**config.mk**
```make
export PLATFORM = sky130hd
export DESIGN_NAME = efs_service
export DESIGN_NICKNAME = d
export VERILOG_FILES = /design/src/hdl/efs_pkg.sv /design/src/hdl/efs_fifo.sv /design/src/hdl/efs_service.sv
export SDC_FILE = /design/constraint.sdc
export NUM_CORES = 1
export LEC_CHECK = 0
export BUFFER_PORTS_ARGS = -buffer_cell sky130_fd_sc_hd__clkbuf_2
export CAP_MARGIN = 20
export CORE_MARGIN = 2
export CORE_UTILIZATION = 39
export CTS_BUF_LIST = sky130_fd_sc_hd__clkbuf_16
export DETAILED_ROUTE_END_ITERATION = 8
export GPL_TIMING_DRIVEN = 0
export PLACE_DENSITY_LB_ADDON = 0.15
export RECOVER_POWER = 50
export SKIP_LAST_GASP = 1
export SLEW_MARGIN = 5
export SYNTH_ARGS = -nofsm -noshare
export SYNTH_HDL_FRONTEND = slang
export SYNTH_SLANG_ARGS = --single-unit
```
**constraint.sdc**
```tcl
create_clock -name CORE_CLK -period 3.4 [get_ports CORE_CLK]
set_clock_uncertainty 0.1 [all_clocks]
set_input_delay 0.34 -clock CORE_CLK [delete_from_list [all_inputs] [get_ports CORE_CLK]]
set_output_delay 0.34 -clock CORE_CLK [all_outputs]
set_load 0.005 [all_outputs]
```
**src/hdl/efs_pkg.sv**
```systemverilog
// Package of constants for the ECP FIFO service and configuration block
package efs_pkg;
  // Host I/O offsets (FIFO and configuration ports)
  localparam logic [10:0] DATA_FIFO_OFS = 11'h400;
  localparam logic [10:0] CMD_FIFO_OFS = 11'h000;
  localparam logic [10:0] CFG_INDEX_OFS = 11'h404;
  localparam logic [10:0] CFG_DATA_OFS = 11'h405;
  // Configuration keys
  localparam logic [7:0] CFG_ENTER_KEY = 8'h78;
  localparam logic [7:0] CFG_EXIT_KEY = 8'haa;
  // Configuration register indices
  localparam logic [7:0] IDX_CHIP_IDENT_FIRST = 8'h20;
  localparam logic [7:0] IDX_CHIP_IDENT_SECOND = 8'h21;
  localparam logic [7:0] IDX_PORT_MODE_CONTROL = 8'hf0;
  // Identification values, arbitrary
  localparam logic [7:0] CHIP_IDENT_FIRST_VAL = 8'h5a;
  localparam logic [7:0] CHIP_IDENT_SECOND_VAL = 8'h0c;
  // Mode control layout and reset
  localparam logic [7:0] PORT_MODE_CONTROL_RST = 8'h3f;
  localparam int IRQ_TYPE_BIT = 7;
  localparam int THR_LSB = 3;
  localparam int THR_MSB = 6;
  localparam int MODE_LSB = 0;
  localparam int MODE_MSB = 2;
  typedef enum logic [2:0] {
    EFS_MODE_SPP = 3'b000,
    EFS_MODE_EPP19 = 3'b001,
    EFS_MODE_ECP = 3'b010,
    EFS_MODE_ECP_EPP19 = 3'b011,
    EFS_MODE_PRINTER = 3'b100,
    EFS_MODE_EPP17 = 3'b101,
    EFS_MODE_RSVD = 3'b110,
    EFS_MODE_ECP_EPP17 = 3'b111
  } efs_mode_t;
  // FIFO geometry and service levels
  localparam int FIFO_DEPTH = 16;
  localparam logic [4:0] FIFO_FULL_COUNT = 5'h10;
  localparam logic [4:0] THR_CAP = 5'h0f;
  // DMA burst limit and idle time
  localparam logic [5:0] DMA_BURST_MAX = 6'h20;
  localparam int CLK_PERIOD_PS = 4000;
  localparam int DACK_IDLE_NS = 350;
  localparam int DACK_IDLE_CYC = (DACK_IDLE_NS * 1000 + CLK_PERIOD_PS - 1) / CLK_PERIOD_PS;
  // Interrupt low pulse length in cycles
  localparam int IRQ_PULSE_CYC = 4;
endpackage

```
**src/hdl/efs_fifo.sv**
```systemverilog
// Parameterised FIFO with valid/ready on both sides
`timescale 1ns/100ps
module efs_fifo #(
  parameter int WIDTH = 8,
  parameter int DEPTH = 8
) (
  input wire logic clk,
  input wire logic arst_n,
  input wire logic clear,
  input wire logic [WIDTH-1:0] in_data,
  input wire logic in_valid,
  output logic in_ready,
  output logic [WIDTH-1:0] out_data,
  output logic out_valid,
  input wire logic out_ready,
  output logic [$clog2(DEPTH):0] count
);
  localparam int AW = $clog2(DEPTH);
  logic [WIDTH-1:0] mem [DEPTH];
  logic [AW-1:0] wr_ptr;
  logic [AW-1:0] rd_ptr;
  logic push;
  logic pop;
  assign in_ready = (count != (AW+1)'(DEPTH));
  assign out_valid = (count != '0);
  assign out_data = mem[rd_ptr];
  assign push = in_valid && in_ready;
  assign pop = out_valid && out_ready;
  always_ff @(posedge clk) begin
    if (push) begin
      mem[wr_ptr] <= in_data;
    end
  end
  always_ff @(posedge clk or negedge arst_n) begin
    if (!arst_n) begin
      wr_ptr <= '0;
      rd_ptr <= '0;
      count <= '0;
    end else if (clear) begin
      wr_ptr <= '0;
      rd_ptr <= '0;
      count <= '0;
    end else begin
      if (push) begin
        wr_ptr <= (wr_ptr == AW'(DEPTH - 1)) ? '0 : wr_ptr + 1'b1;
      end
      if (pop) begin
        rd_ptr <= (rd_ptr == AW'(DEPTH - 1)) ? '0 : rd_ptr + 1'b1;
      end
      count <= count + (AW+1)'(push) - (AW+1)'(pop);
    end
  end
endmodule // efs_fifo

```
**src/hdl/efs_service.sv**
```systemverilog
// FIFO service logic, DMA and interrupt requests, and configuration port
// Function
// - Reverse DMA requests while FIFO holds data
// - Drop request on empty or acknowledged TC
// - Last byte: drop on acknowledge or read
// - Re-request once a byte returns after empty
// - After TC wait for byte and mask clear
// - PIO: mask and DMA clear enable interrupt
// - Data FIFO at 400H, command at 000H
// - Threshold sixteen treated as fifteen
// - Reverse interrupt at count >= 16-threshold
// - Forward interrupt at count <= threshold
// - Config via index 404H, data 405H
// - Key 78H twice enters configuration mode
// - AAH to index leaves configuration mode
// - Two read-only chip identification registers
// - Three-bit mode field, reset 111
// - Threshold field in bits six to three
// - Interrupt type: pulse or follow ACK
// - Mask set blocks; clear fires at once
// - Field is effective threshold minus one
// - At most 32 DMA cycles, then 350ns idle
// - TC raises interrupt and sets mask
`timescale 1ns/100ps
module efs_service
  import efs_pkg::*;
#(
  parameter int FIFO_WORDS = 8
) (
  input wire logic CORE_CLK,
  input wire logic ARST_N,
  input wire logic [10:0] HOST_ADDR,
  input wire logic [7:0] HOST_WDATA,
  input wire logic HOST_WR,
  input wire logic HOST_RD,
  output logic [7:0] HOST_RDATA,
  input wire logic DMA_ACKNOWLEDGE_N,
  input wire logic TERMINAL_COUNT_IN,
  output logic DMA_REQUEST_OUT,
  input wire logic DMA_TRANSFER_ENABLE,
  input wire logic SERVICE_IRQ_MASK_CLR,
  input wire logic SERVICE_IRQ_MASK_SET,
  output logic SERVICE_IRQ_MASK,
  input wire logic DIRECTION_REVERSE,
  input wire logic ACK_N,
  output logic PORT_INTERRUPT_OUT,
  output logic PORT_INTERRUPT_OE,
  input wire logic [7:0] PERIPH_DATA,
  input wire logic PERIPH_VALID,
  output logic PERIPH_READY,
  output logic [7:0] FWD_DATA,
  output logic FWD_VALID,
  output logic FWD_IS_COMMAND,
  input wire logic FWD_READY,
  output logic [2:0] PORT_MODE
);
  logic [7:0] port_mode_control;
  logic cfg_mode;
  logic key_seen;
  logic [7:0] cfg_index;
  logic service_irq_mask;
  logic tc_block;
  logic [5:0] burst_cnt;
  logic burst_hold;
  logic [7:0] idle_cnt;
  logic dack_q;
  logic ack_q;
  logic [2:0] pulse_cnt;
  logic svc_q;
  logic periph_ready;
  logic [7:0] fifo_in_data;
  logic fifo_in_valid;
  logic fifo_in_ready;
  logic [7:0] fifo_out_data;
  logic fifo_out_valid;
  logic fifo_out_ready;
  logic [$clog2(FIFO_WORDS):0] fifo_count;
  logic cmd_pending;
  logic [4:0] eff_thr;
  logic [4:0] level;
  logic svc_cond;
  logic dack;
  logic tc_hit;
  logic host_data_rd;
  logic host_data_wr;
  logic host_cmd_wr;
  logic dma_dreq;

  function automatic logic [7:0] cfg_read(input logic [7:0] idx, input logic [7:0] pmc);
    unique case (idx)
      IDX_CHIP_IDENT_FIRST: cfg_read = CHIP_IDENT_FIRST_VAL;
      IDX_CHIP_IDENT_SECOND: cfg_read = CHIP_IDENT_SECOND_VAL;
      IDX_PORT_MODE_CONTROL: cfg_read = pmc;
      default: cfg_read = 8'h00;
    endcase
  endfunction

  assign dack = !DMA_ACKNOWLEDGE_N;
  assign host_data_rd = HOST_RD && (HOST_ADDR == DATA_FIFO_OFS);
  assign host_data_wr = HOST_WR && (HOST_ADDR == DATA_FIFO_OFS);
  assign host_cmd_wr = HOST_WR && (HOST_ADDR == CMD_FIFO_OFS);
  assign tc_hit = TERMINAL_COUNT_IN && dack;

  // Effective threshold is field plus one, sixteen capped to fifteen
  always_comb begin
    eff_thr = 5'(port_mode_control[THR_MSB:THR_LSB]) + 5'h01;
    if (eff_thr > THR_CAP) begin
      eff_thr = THR_CAP;
    end
    level = 5'(fifo_count);
  end

  // Service condition for programmed I/O
  always_comb begin
    if (DIRECTION_REVERSE) begin
      svc_cond = (level >= (FIFO_FULL_COUNT - eff_thr));
    end else begin
      svc_cond = (level <= eff_thr);
    end
  end

  // FIFO source: peripheral in reverse, host writes in forward
  always_comb begin
    if (DIRECTION_REVERSE) begin
      fifo_in_data = PERIPH_DATA;
      fifo_in_valid = PERIPH_VALID && periph_ready;
    end else begin
      fifo_in_data = HOST_WDATA;
      fifo_in_valid = host_data_wr || host_cmd_wr;
    end
    fifo_out_ready = DIRECTION_REVERSE ? (host_data_rd || (dack && HOST_RD)) : FWD_READY;
  end

  efs_fifo #(
    .WIDTH(8),
    .DEPTH(FIFO_WORDS)
  ) u_fifo (
    .clk(CORE_CLK),
    .arst_n(ARST_N),
    .clear(1'b0),
    .in_data(fifo_in_data),
    .in_valid(fifo_in_valid),
    .in_ready(fifo_in_ready),
    .out_data(fifo_out_data),
    .out_valid(fifo_out_valid),
    .out_ready(fifo_out_ready),
    .count(fifo_count)
  );

  // Marks a command-offset entry only when it is written into an empty forward FIFO
  always_ff @(posedge CORE_CLK or negedge ARST_N) begin
    if (!ARST_N) begin
      cmd_pending <= 1'b0;
    end else if (!DIRECTION_REVERSE && host_cmd_wr && fifo_count == '0) begin
      cmd_pending <= 1'b1;
    end else if (!DIRECTION_REVERSE && fifo_out_valid && FWD_READY) begin
      cmd_pending <= 1'b0;
    end
  end

  // Configuration key sequence, index and data
  always_ff @(posedge CORE_CLK or negedge ARST_N) begin
    if (!ARST_N) begin
      cfg_mode <= 1'b0;
      key_seen <= 1'b0;
      cfg_index <= 8'h00;
      port_mode_control <= PORT_MODE_CONTROL_RST;
    end else if (HOST_WR && HOST_ADDR == CFG_INDEX_OFS) begin
      if (!cfg_mode) begin
        key_seen <= (HOST_WDATA == CFG_ENTER_KEY);
        cfg_mode <= key_seen && (HOST_WDATA == CFG_ENTER_KEY);
      end else if (HOST_WDATA == CFG_EXIT_KEY) begin
        cfg_mode <= 1'b0;
        key_seen <= 1'b0;
      end else begin
        cfg_index <= HOST_WDATA;
      end
    end else if (HOST_WR && HOST_ADDR == CFG_DATA_OFS && cfg_mode) begin
      if (cfg_index == IDX_PORT_MODE_CONTROL) begin
        port_mode_control <= HOST_WDATA;
      end
    end else if (HOST_WR && !cfg_mode) begin
      key_seen <= 1'b0;
    end
  end

  // Host read data
  always_ff @(posedge CORE_CLK or negedge ARST_N) begin
    if (!ARST_N) begin
      HOST_RDATA <= 8'h00;
    end else if (HOST_RD && HOST_ADDR == CFG_DATA_OFS && cfg_mode) begin
      HOST_RDATA <= cfg_read(cfg_index, port_mode_control);
    end else if (host_data_rd || (dack && HOST_RD)) begin
      HOST_RDATA <= fifo_out_valid ? fifo_out_data : 8'h00;
    end else if (HOST_RD) begin
      HOST_RDATA <= 8'h00;
    end
  end

  // Service mask: software set/clear, terminal count sets it
  always_ff @(posedge CORE_CLK or negedge ARST_N) begin
    if (!ARST_N) begin
      service_irq_mask <= 1'b1;
      tc_block <= 1'b0;
    end else begin
      if (tc_hit && DMA_TRANSFER_ENABLE) begin
        service_irq_mask <= 1'b1;
        tc_block <= 1'b1;
      end else if (SERVICE_IRQ_MASK_SET) begin
        service_irq_mask <= 1'b1;
      end else if (SERVICE_IRQ_MASK_CLR) begin
        service_irq_mask <= 1'b0;
        tc_block <= 1'b0;
      end
    end
  end

  // Burst limit and acknowledge idle time
  always_ff @(posedge CORE_CLK or negedge ARST_N) begin
    if (!ARST_N) begin
      dack_q <= 1'b0;
      burst_cnt <= 6'h00;
      burst_hold <= 1'b0;
      idle_cnt <= 8'h00;
    end else begin
      dack_q <= dack;
      if (dack && !dack_q) begin
        burst_cnt <= burst_cnt + 6'h01;
        if (burst_cnt + 6'h01 >= DMA_BURST_MAX) begin
          burst_hold <= 1'b1;
        end
      end
      if (dack) begin
        idle_cnt <= 8'h00;
      end else if (burst_hold) begin
        if (idle_cnt >= 8'(DACK_IDLE_CYC - 1)) begin
          burst_hold <= 1'b0;
          burst_cnt <= 6'h00;
        end else begin
          idle_cnt <= idle_cnt + 8'h01;
        end
      end
    end
  end

  // DMA request
  always_comb begin
    dma_dreq = DIRECTION_REVERSE && DMA_TRANSFER_ENABLE && !service_irq_mask
      && !tc_block && !burst_hold && fifo_out_valid;
    if (tc_hit) begin
      dma_dreq = 1'b0;
    end
    if (level == 5'h01 && (dack || HOST_RD)) begin
      dma_dreq = 1'b0;
    end
  end

  always_ff @(posedge CORE_CLK or negedge ARST_N) begin
    if (!ARST_N) begin
      DMA_REQUEST_OUT <= 1'b0;
    end else begin
      DMA_REQUEST_OUT <= dma_dreq;
    end
  end

  // Port interrupt: pulsed low then released, or follows ACK
  always_ff @(posedge CORE_CLK or negedge ARST_N) begin
    if (!ARST_N) begin
      svc_q <= 1'b0;
      ack_q <= 1'b1;
      pulse_cnt <= 3'h0;
      PORT_INTERRUPT_OUT <= 1'b1;
      PORT_INTERRUPT_OE <= 1'b0;
    end else begin
      svc_q <= svc_cond && !service_irq_mask && !DMA_TRANSFER_ENABLE;
      ack_q <= ACK_N;
      if (port_mode_control[IRQ_TYPE_BIT]
          && port_mode_control[MODE_MSB:MODE_LSB] != EFS_MODE_PRINTER
          && port_mode_control[MODE_MSB:MODE_LSB] != EFS_MODE_SPP) begin
        if ((svc_cond && !service_irq_mask && !DMA_TRANSFER_ENABLE && !svc_q)
            || (tc_hit && DMA_TRANSFER_ENABLE && !service_irq_mask)) begin
          pulse_cnt <= 3'(IRQ_PULSE_CYC);
          PORT_INTERRUPT_OUT <= 1'b0;
          PORT_INTERRUPT_OE <= 1'b1;
        end else if (pulse_cnt > 3'h1) begin
          pulse_cnt <= pulse_cnt - 3'h1;
        end else begin
          pulse_cnt <= 3'h0;
          PORT_INTERRUPT_OUT <= 1'b1;
          PORT_INTERRUPT_OE <= 1'b0;
        end
      end else begin
        pulse_cnt <= 3'h0;
        PORT_INTERRUPT_OUT <= ack_q;
        PORT_INTERRUPT_OE <= 1'b1;
      end
    end
  end

  // Registered peripheral ready, mask and mode outputs
  always_ff @(posedge CORE_CLK or negedge ARST_N) begin
    if (!ARST_N) begin
      periph_ready <= 1'b0;
      SERVICE_IRQ_MASK <= 1'b1;
      PORT_MODE <= PORT_MODE_CONTROL_RST[MODE_MSB:MODE_LSB];
    end else begin
      periph_ready <= DIRECTION_REVERSE && fifo_in_ready;
      SERVICE_IRQ_MASK <= service_irq_mask;
      PORT_MODE <= port_mode_control[MODE_MSB:MODE_LSB];
    end
  end

  assign PERIPH_READY = periph_ready && fifo_in_ready;
  assign FWD_DATA = fifo_out_data;
  assign FWD_VALID = !DIRECTION_REVERSE && fifo_out_valid;
  assign FWD_IS_COMMAND = cmd_pending;
endmodule // efs_service

```
==> impl_metrics.tcl, run 1 <==
set metrics [dict create \
    status "completed" \
    final_util_pct 48.1 \
    cts_setup_buffers 0 \
    cp.arrival_ps 3320 \
    end_kind "flip-flop" \
    post_drt_wl_per_cell_microns 17.8 \
    hp-class "in -> reg" \
    tritoncts "done" \
    die_area_sq_mm 0.0168 \
    dr.first_iter.drc_count 157 \
    fin_crit_sh_pct 91.8 \
    antenna_found_initial 0 \
    grt_max_degree 46 \
    area_growth_syn_to_layout_pct 19.5 \
    drive_above_1_share_pct 26.9 \
    holdWs_ps 53.0 \
    fill_cells 1415 \
    dp_hpwl_mm 10.0 \
    routed_wl_mm 13.6 \
    cts-root-buf "clkbuf_16" \
    start_util_pct 40.3 \
    fin_nets 606 \
    grt_pass1_vias 4042 \
    ys_seq_elements 132 \
    clock_sinks 132 \
    setup_viol 0 \
    ys_seq_area_share_pct 59.0 \
    grt_pass1_wl_mm 21.7 \
    routed_via_density 5.20 \
    vias 3978 \
    worstPathRequired_ps 3600 \
    portBuffers 64 \
    crit_type "reg -> reg" \
    cts_buffer_depth 2 \
    post-route-min-period_ps 3120 \
    yosys.area.top_type "edfxtp_1" \
    synth_edf_count 64 \
    irDropWorstVdd_v 0.000446 \
    power_density_mw_per_mm2 667 \
    numCtsBuffers 17 \
    synth.distinct_cells 62 \
    diodes 0 \
    yosys_most_used_dff "edfxtp_1" \
    antenna_left 0 \
    cts.clk_slew.worst_paths_ps 60 \
    r2r_setup_slack_ps 280 \
    syn_inst 452 \
    grt_overflow 0 \
    synth_top_cell_area_share_pct 31.1 \
    die_w_microns 130 \
    leakagePower_nw 3.02 \
    htree_levels 4 \
    drc 0 \
    yosys-top-cells-area "edfxtp_1, dfrtp_1, mux4_2" \
    power_mw 4.92 \
    final-hold-violation-count 0 \
    cp_max_fo 4 \
    synth_fp_nets 517 \
    synth_area_sq_mm 0.00617 \
    slew_violations 0 \
    synth-async-reset-ratio_pct 51.5 \
    core-area_sq_mm 0.0153 \
    ios 66 \
    rsz0062_at_grt "false" \
    max_cap_viol_count 0 \
    avgSynthCellArea_sq_um 13.6 \
    grt_usage_pct 17.5 \
    firstDrtPassIters 4 \
    max_freq_mhz 320 \
    relSlewSlack_pct 9.60 \
    row_count 45 \
    worst_pin_slew_ps 1360 \
    yosys_warnings 0 \
    place.gp.congestion 0.840 \
    cp-start-kind "flip-flop" \
    die_y_microns 130 \
    insertion_delay_ps 410 \
]
## cell families (layout without fill, tap and decap cells)
kind of cell / Yosys count / after routing / share of synthesized area (%)
DFF: 132 / 132 / 59.0
and+or+nand+nor: 129 / 129 / 11.6
AOI/OAI and AO/OA: 63 / 63 / 6.94
muxes: 53 / 53 / 13.1
buffers and inverters: 36 / 138 / 2.21
adders and majority gates: 25 / 25 / 5.19
xor gates and xnor gates: 14 / 14 / 1.99
## metal layers
| metal | part of all wire, % | track usage (%) |
|---|---|---|
| met5 | 0 | 0 |
| met4 | 1.6 | 7.34 |
| met3 | 2.9 | 3.57 |
| met2 | 48 | 27.3 |
| met1 | 48 | 24.0 |
## cell usage in the layout (no fill, tap or decap), drive strengths merged, types with 5 or more instances in the layout
master / n
clkbuf: 89
edfxtp: 64
dfrtp: 55
mux2: 37
nand2: 34
inv: 34
nor2: 25
ha: 24
a21oi: 17
mux4: 16
nand3: 16
dfstp: 13
o21ai: 12
nor4: 9
xor2: 7
xnor2: 7
and2: 7
or4: 7
buf: 6
a21o: 5
nand4: 5
a211oi: 5
## power by group
part | internal, mW | switching, mW | total, mW
Combinational | 0.589 | 0.630 | 1.22
Sequential | 1.85 | 0.160 | 2.01
Clock | 0.998 | 0.691 | 1.69
## flip-flops by register name (all words and copies together), names as in the netlist, 4 cells and up
signal	count
burst_cnt	6
idle_cnt	8
u_fifo.count	4
port_mode_control	8
HOST_RDATA	8
u_fifo.mem	64
cfg_index	8
## worst paths after layout
path / startpoint / endpoint / cells past startpoint
setup reg to reg: u_fifo.count[2] / u_fifo.count[2] / 13
setup / recovery: u_fifo.count[2] / u_fifo.count[2] / 13
hold / removal: SERVICE_IRQ_MASK_SET / service_irq_mask / 3
min in group asynchronous: ARST_N / idle_cnt[2] / 2
max in group asynchronous: ARST_N / port_mode_control[7] / 3
hold reg to reg: port_mode_control[2] / PORT_MODE[2] / 0
## synthesized netlist by cell type (5+ instances only)
cell	count
xnor2_1	7
a21o_1	5
dfstp_2	13
dfrtp_1	55
nor4_1	9
a21oi_1	17
mux2_4	8
ha_1	24
and2_1	7
mux2_1	10
o21ai_0	6
nand2_1	33
nand3_1	16
mux2_2	19
o21ai_1	6
mux4_2	16
edfxtp_1	64
nand4_1	5
xor2_1	7
inv_1	24
clkbuf_1	7
nor2_1	24
## what timing repair did
action                     in CTS  in global routing
setup endpoints to repair       1                  7
hold endpoints to repair       18                  0
gates resized for setup         1                  4
hold buffers                    2                  0
## final cells by class
| type | count | area (sq um) | share of cell area [%] |
|---|---|---|---|
| timing repair buffer | 70 | 349 | 4.74 |
| tap | 211 | 264 | 3.58 |
| inverter | 26 | 97.6 | 1.32 |
| buffer | 10 | 40.0 | 0.543 |
| clock inverter | 15 | 118 | 1.60 |
| multi-input combinational | 284 | 2440 | 33.1 |
| sequential | 132 | 3640 | 49.4 |
| clock buffer | 17 | 425 | 5.77 |
## worst max-delay path, cell delays in order (launching register included)
cell and delay, ps:
dfrtp_1 410, inv_1 120, ha_1 190, or3b_1 420, nand2_1 160, a21oi_1 60, a21boi_1 410, inv_1 90
ha_1 280, inv_1 60, ha_1 150, inv_1 50, fa_1 380, xnor2_1 130
## per-stage QoR
| stage | setup WS [ps] | instances | setup TNS (ps) | instance area (sq um) |
|---|---|---|---|---|
| global placement | -432 | 727 | -8450 | 6750 |
| floorplan | 368 | 452 | 0 | 6170 |
| finish | 278 | 765 | 0 | 7370 |
| detailed placement | 7.81 | 731 | 0 | 6850 |
| CTS | 28.5 | 765 | 0 | 7410 |
| global route | 69.4 | 765 | 0 | 7370 |
(Power assumes the default switching activity.)
==> inputs of run 2 (changes only) <==
- BUFFER_PORTS_ARGS: -buffer_cell sky130_fd_sc_hd__clkbuf_2 -> not set
- DONT_BUFFER_PORTS: not set -> 1
==> run 2 against run 1 <==
Against the previous run: the flow now finishes with violations (max-capacitance violations, max-slew violations); sequential cell count unchanged; critical path depth unchanged; hold slack got worse by 31 ps; sequential share of layout area increased by 1.2 points; core utilization decreased by 1.1 points; first-iteration DRC count increased by 9.6%.
==> impl_metrics.tcl, run 2 (same netlist as run 1, synthesis figures left out) <==
set metrics [dict create \
    status "finished with violations" \
    violations "max-capacitance violations, max-slew violations" \
    worstPathRequired_ps 3610 \
    vias 3762 \
    pwr-share-seq_pct 41.7 \
    final_area_sq_mm 0.00720 \
    final-hold-violation-count 0 \
    fin_nets 553 \
    grt_overflow 0 \
    antenna_found_initial 0 \
    portBuffers 0 \
    cp_max_fo 4 \
    antenna_left 0 \
    crit_type "reg -> reg" \
    post-route-min-period_ps 3170 \
    area_growth_syn_to_layout_pct 16.7 \
    cts-root-buf "clkbuf_16" \
    place.gp.congestion 0.763 \
    largest-register "u_fifo.mem" \
    r2r_cells 13 \
    dpl_cell_area_sq_mm 0.00649 \
    drive_above_1_share_pct 19.2 \
    largest_reg_flops 64 \
    core-area_sq_mm 0.0153 \
    die_area_sq_mm 0.0168 \
    dr.first_iter.drc_count 172 \
    htree_levels 4 \
    slew_violations 69 \
    rr_endpoint "u_fifo.count[1]" \
    clock_sinks 132 \
    route.top_layer_used "met4" \
    wl_met3_microns 687 \
    ios 66 \
    tritoncts "done" \
    met2_length_mm 6.50 \
    r2r_setup_slack_ps 230 \
    cts_buffer_depth 2 \
    p_comb_share_pct 23.0 \
    fin_crit_sh_pct 93.3 \
    whs_path_depth 3 \
    dp_hpwl_mm 9.65 \
    start_util_pct 40.3 \
    cp.arrival_ps 3380 \
    relSlewSlack_pct -12.7 \
    grt_pass1_wl_mm 21.3 \
    grt_max_degree 69 \
    final_cell_mix "edfxtp_1, dfrtp_1, nand2_1" \
    cp-start-kind "flip-flop" \
    insertion_delay_ps 420 \
    drc 0 \
    setup_viol 0 \
    end_kind "flip-flop" \
    grt_usage_pct 17.3 \
    cts_setup_buffers 0 \
    cts.clk_slew.worst_paths_ps 60 \
    wl_met1_mm 6.42 \
    die_w_microns 130 \
    routed_wl_mm 13.8 \
    firstDrtPassIters 4 \
    die_y_microns 130 \
    routed_via_density 5.28 \
    clkPwrFrac_pct 35.3 \
    grt_pass1_vias 3858 \
    min_to "service_irq_mask" \
    power_density_mw_per_mm2 674 \
    leakagePower_nw 2.84 \
    final_common_cell "edfxtp_1" \
    fin_tns_setup_ps 0 \
    irDropWorstVdd_v 0.000399 \
    hold_start "SERVICE_IRQ_MASK_CLR" \
    r2r-start "u_fifo.count[2]" \
    hp-class "in -> reg" \
    post_drt_wl_per_cell_microns 19.4 \
    final_util_pct 47.0 \
    max_cap_viol_count 1 \
    numCtsBuffers 17 \
    rsz0062_at_grt "false" \
    p_sw_share_pct 30.3 \
    intPower_mw 3.38 \
    holdWs_ps 22.4 \
    row_count 45 \
    max_freq_mhz 315 \
    worst_pin_slew_ps 1690 \
    p_sw_mw 1.47 \
    diodes 0 \
]
==> run 2: changes by cell type in the layout (fill, tap and decap cells not counted), moves of 2 or more <==
cell,delta
clkinv_4,+3
clkbuf_2,-50
dfstp_1,+3
inv_4,-3
dlygate4sd3_1,+11
inv_1,-2
inv_6,+2
dfstp_2,-3
clkbuf_1,-15
==> run 2: worst max-delay path by stage <==
stage | slack, ps | depth (start not counted) | startpoint | end
floorplan | 370 | 11 | port_mode_control[3] | pulse_cnt[0]
global placement | -390 | 5 | HOST_ADDR[7] | u_fifo.mem[4][6]
detailed placement | 10 | 11 | port_mode_control[3] | pulse_cnt[1]
CTS | 110 | 11 | port_mode_control[3] | pulse_cnt[1]
global route | 4 | 4 | u_fifo.rd_ptr[0] | FWD_DATA[7]
finish | 230 | 13 | u_fifo.count[2] | u_fifo.count[1]
==> run 2: final cells by class <==
| cell class | count | area [sq um] |
|---|---|---|
| inverters | 26 | 97.6 |
| repair buffers | 17 | 158 |
| multi-input cells | 284 | 2440 |
| fillers | 1379 | 8110 |
| flip-flops and latches | 132 | 3640 |
| well taps | 211 | 264 |
| clock inverters | 15 | 133 |
| plain buffers | 10 | 45.0 |
| clock buffers | 17 | 425 |
==> run 2: metal layers <==
| metal | vias up | track usage [%] |
|---|---|---|
| li1 | 1771 | - |
| met1 | 1887 | 23.0 |
| met2 | 81 | 26.3 |
| met3 | 23 | 6.19 |
| met4 | 0 | 6.26 |
| met5 | - | 0 |
==> run 2: worst max-delay path, stage by stage, from the launching register on <==
cell and delay, ps:
dfrtp_1 410, inv_1 120, ha_1 210, or3b_1 430, nand2_1 160, a21oi_1 60
a21boi_1 420, inv_1 90, ha_1 280, inv_1 50, ha_1 160, inv_1 60
fa_1 470, inv_1 40
==> run 2: power by group through the flow <==
stage / clock (mW) / combinational [mW] / sequential, mW
floorplan: 0 / 0.829 / 1.99
global placement: 0 / 1.07 / 2.03
detailed placement: 0 / 1.10 / 2.05
CTS: 1.75 / 1.14 / 2.02
global route: 1.82 / 1.25 / 2.04
finish: 1.71 / 1.12 / 2.02
==> run 2: what timing repair did <==
| item | in CTS | in global routing |
|---|---|---|
| pin swaps | 0 | 0 |
| hold buffers | 14 | 0 |
| endpoints found under the hold margin | 90 | 0 |
| endpoints found under the setup margin | 2 | 4 |
| resized for setup | 1 | 3 |
==> run 2: per-stage QoR <==
stage / total power, mW / worst slack, ps / cells
2_1_floorplan: 2.82 / 368 / 452
6_report: 4.85 / 226 / 712
4_1_cts: 4.92 / 113 / 712
3_3_place_gp: 3.10 / -394 / 663
3_5_place_dp: 3.15 / 11.3 / 666
5_1_grt: 5.12 / 3.89 / 712
==> inputs of run 3 (changes only) <==
- MAX_ROUTING_LAYER: not set -> met4
- SYNTH_HIERARCHICAL: not set -> 1
==> run 3 against run 2 <==
Against the previous run: the run still ends with max-capacitance violations, max-slew violations left; sequential share of layout area fell by 1.5 points; setup slack worse by 30 ps; via count up 7.7%; sequential power down 6%; area after synthesis is 2.4% higher; count of clock-buffer cells in the layout unchanged; first-iteration DRC count is 42% higher; critical path depth up 1; synthesized cell count grew 4.6%; sequential cell count stayed put; global-route usage is 1.3 points higher; critical path type unchanged.
==> impl_metrics.tcl, run 3 <==
set metrics [dict create \
    layout.cells.non_filler 739 \
    worst_pin_slew_ps 1710 \
    synth_edf_count 64 \
    dp.cells 690 \
    htree_levels 4 \
    worstPathRequired_ps 3610 \
    relSlewSlack_pct -14.3 \
    power_density_mw_per_mm2 610 \
    synth.most_common_cell "edfxtp_1" \
    holdWs_ps 20.4 \
    vias 4052 \
    avgSynthCellArea_sq_um 13.4 \
    status "finished with violations" \
    largest_reg_flops 64 \
    dr.first_iter.drc_count 245 \
    ys_seq_area_share_pct 57.6 \
    fill_cells 1404 \
    final-hold-violation-count 0 \
    grt_overflow 0 \
    numCtsBuffers 17 \
    die_w_microns 131 \
    routed_via_density 5.48 \
    cp_num_buf_inv 1 \
    yosys_warnings 6 \
    cp.arrival_ps 3410 \
    path_cells "buf_4 -> ha_2 -> mux2_2 -> nand2_1 -> o21ai_0 -> a21boi_1 -> ha_2 -> xnor2_1 -> ha_1 -> nor4b_2 -> o21ai_1 -> o311ai_2 -> nor4_2 -> nor4_1" \
    fin_tns_setup_ps 0 \
    slew_violations 69 \
    synth.top_cells.by_count "edfxtp_1, dfrtp_1, mux2_2, nor2_1, a21oi_1" \
    critical-path-top-delay-family "simple AND/OR/NAND/NOR gates" \
    core-area_sq_mm 0.0159 \
    end_kind "flip-flop" \
    yosys_most_used_dff "edfxtp_1" \
    cts.clk_slew.worst_paths_ps 60 \
    largest-register "u_fifo/mem" \
    grt_max_degree 69 \
    clkPwrFrac_pct 42.5 \
    row_count 46 \
    p_comb_share_pct 15.5 \
    ys_seq_elements 132 \
    cp_max_fo 5 \
    p_sw_mw 1.25 \
    leakagePower_nw 2.92 \
    synth-async-reset-ratio_pct 51.5 \
    dp_hpwl_mm 10.1 \
    portBuffers 0 \
    cts-root-buf "clkbuf_16" \
    antenna_left 0 \
    area_growth_syn_to_layout_pct 17.5 \
    fin_crit_sh_pct 94.2 \
    slowest_delay_ps 550 \
    yosys.area.top_type "edfxtp_1" \
    diodes 0 \
    drc 0 \
    cpMaxStageDelayCell "dfstp_2" \
    r2r_setup_slack_ps 200 \
    max_cap_viol_count 1 \
    insertion_delay_ps 420 \
    power_mw 4.53 \
    max_freq_mhz 312 \
    crit_type "reg -> reg" \
    yosys-top-cells-area "edfxtp_1, dfrtp_1, mux4_1" \
    antenna_found_initial 1 \
    worst_path_most_repeated_cell "ha_2" \
    grt_usage_pct 18.6 \
    setup_viol 0 \
    place.gp.congestion 0.801 \
    grt_pass1_wl_mm 23.5 \
    hp-class "in -> reg" \
    die_area_sq_mm 0.0172 \
    violations "max-capacitance violations, max-slew violations" \
    post-route-min-period_ps 3200 \
    cts_buffer_depth 2 \
    routed_wl_mm 15.0 \
    pwr-share-seq_pct 42.0 \
    start_util_pct 39.8 \
    clock_sinks 132 \
    fin_nets 574 \
    syn_inst 473 \
    tritoncts "done" \
    ios 66 \
    post_drt_wl_per_cell_microns 20.3 \
    intPower_mw 3.28 \
    drive_above_1_share_pct 19.1 \
    grt_pass1_vias 4099 \
    synth.distinct_cells 59 \
    cp-start-kind "flip-flop" \
    p_sw_share_pct 27.6 \
    final_area_sq_mm 0.00742 \
    dpl_cell_area_sq_mm 0.00660 \
    final_cell_mix "edfxtp_1, dfrtp_1, mux2_2" \
    rsz0062_at_grt "true" \
    synth_area_sq_mm 0.00632 \
    synth_top_cell_area_share_pct 30.4 \
    firstDrtPassIters 4 \
    final_common_cell "edfxtp_1" \
    die_y_microns 131 \
    irDropWorstVdd_v 0.000418 \
]
run 3: worst reg2reg max path: stages (launching register included):
cell,delay (ps)
dfstp_2,550
buf_4,120
ha_2,210
mux2_2,340
nand2_1,70
o21ai_0,80
a21boi_1,200
ha_2,220
xnor2_1,70
ha_1,210
nor4b_2,260
o21ai_1,140
o311ai_2,140
nor4_2,100
nor4_1,280
run 3: final timing paths:
| check | endpoint | depth (start not counted) | startpoint |
|---|---|---|---|
| max | pulse_cnt[0] | 14 | port_mode_control[3] |
| min | FWD_IS_COMMAND | 3 | HOST_ADDR[10] |
| max reg2reg | pulse_cnt[0] | 14 | port_mode_control[3] |
| min reg2reg | PORT_MODE[2] | 0 | port_mode_control[2] |
| max in group asynchronous | pulse_cnt[0] | 2 | ARST_N |
| min in group asynchronous | DMA_REQUEST_OUT | 2 | ARST_N |
run 3: logic make-up after synthesis:
kind of cell	after synthesis	synth area share, %
AND/OR/NAND/NOR	143	12.8
flip-flops	132	57.6
adder cells (fa/ha/maj)	24	4.87
other	1	0.0593
buffers and inverters	35	2.50
XOR/XNOR	12	1.66
multiplexers	50	12.7
AO/OA/AOI/OAI	76	7.84
run 3: per-stage QoR:
step / utilization [%] / setup slack, ps
final: 46.7 / 196
after global routing: 46.7 / -4.95
after CTS: 46.7 / 66.6
after detailed placement: 41.6 / -273
after global placement: 41.5 / -727
after floorplan: - / 306
run 3: cell type report:
| type | instances | area (sq um) | share of cell area [%] |
|---|---|---|---|
| plain buffers | 10 | 63.8 | 0.860 |
| clock buffers | 17 | 425 | 5.73 |
| clock inverters | 15 | 194 | 2.61 |
| inverters | 25 | 93.8 | 1.26 |
| multi-input cells | 307 | 2580 | 34.7 |
| flip-flops and latches | 132 | 3640 | 49.0 |
| well taps | 216 | 270 | 3.64 |
| repair buffers | 17 | 158 | 2.12 |
run 3: metal layers:
| layer | global-route usage, % | vias to the layer above | wire, microns |
|---|---|---|---|
| li1 | - | 1874 | - |
| met1 | 23.0 | 2079 | 6450 |
| met2 | 29.6 | 85 | 7560 |
| met3 | 5.90 | 14 | 809 |
| met4 | 5.56 | 0 | 199 |
| met5 | - | - | 0 |
run 3: repair_timing:
item | 4_1_cts | 5_1_grt
pin swaps | 1 | 6
buffers inserted | 2 | 1
endpoints found under the setup margin | 5 | 21
hold buffers | 14 | 0
resized for setup | 5 | 7
hold endpoints to repair | 89 | 0
run 3: power groups by stage:
stage	combinational (mW)	sequential (mW)	clock (mW)
after global placement	0.639	1.93	0
after global routing	0.790	1.92	2.04
after detailed placement	0.661	1.93	0
final	0.701	1.90	1.92
after floorplan	0.512	1.90	0
after CTS	0.705	1.90	1.97
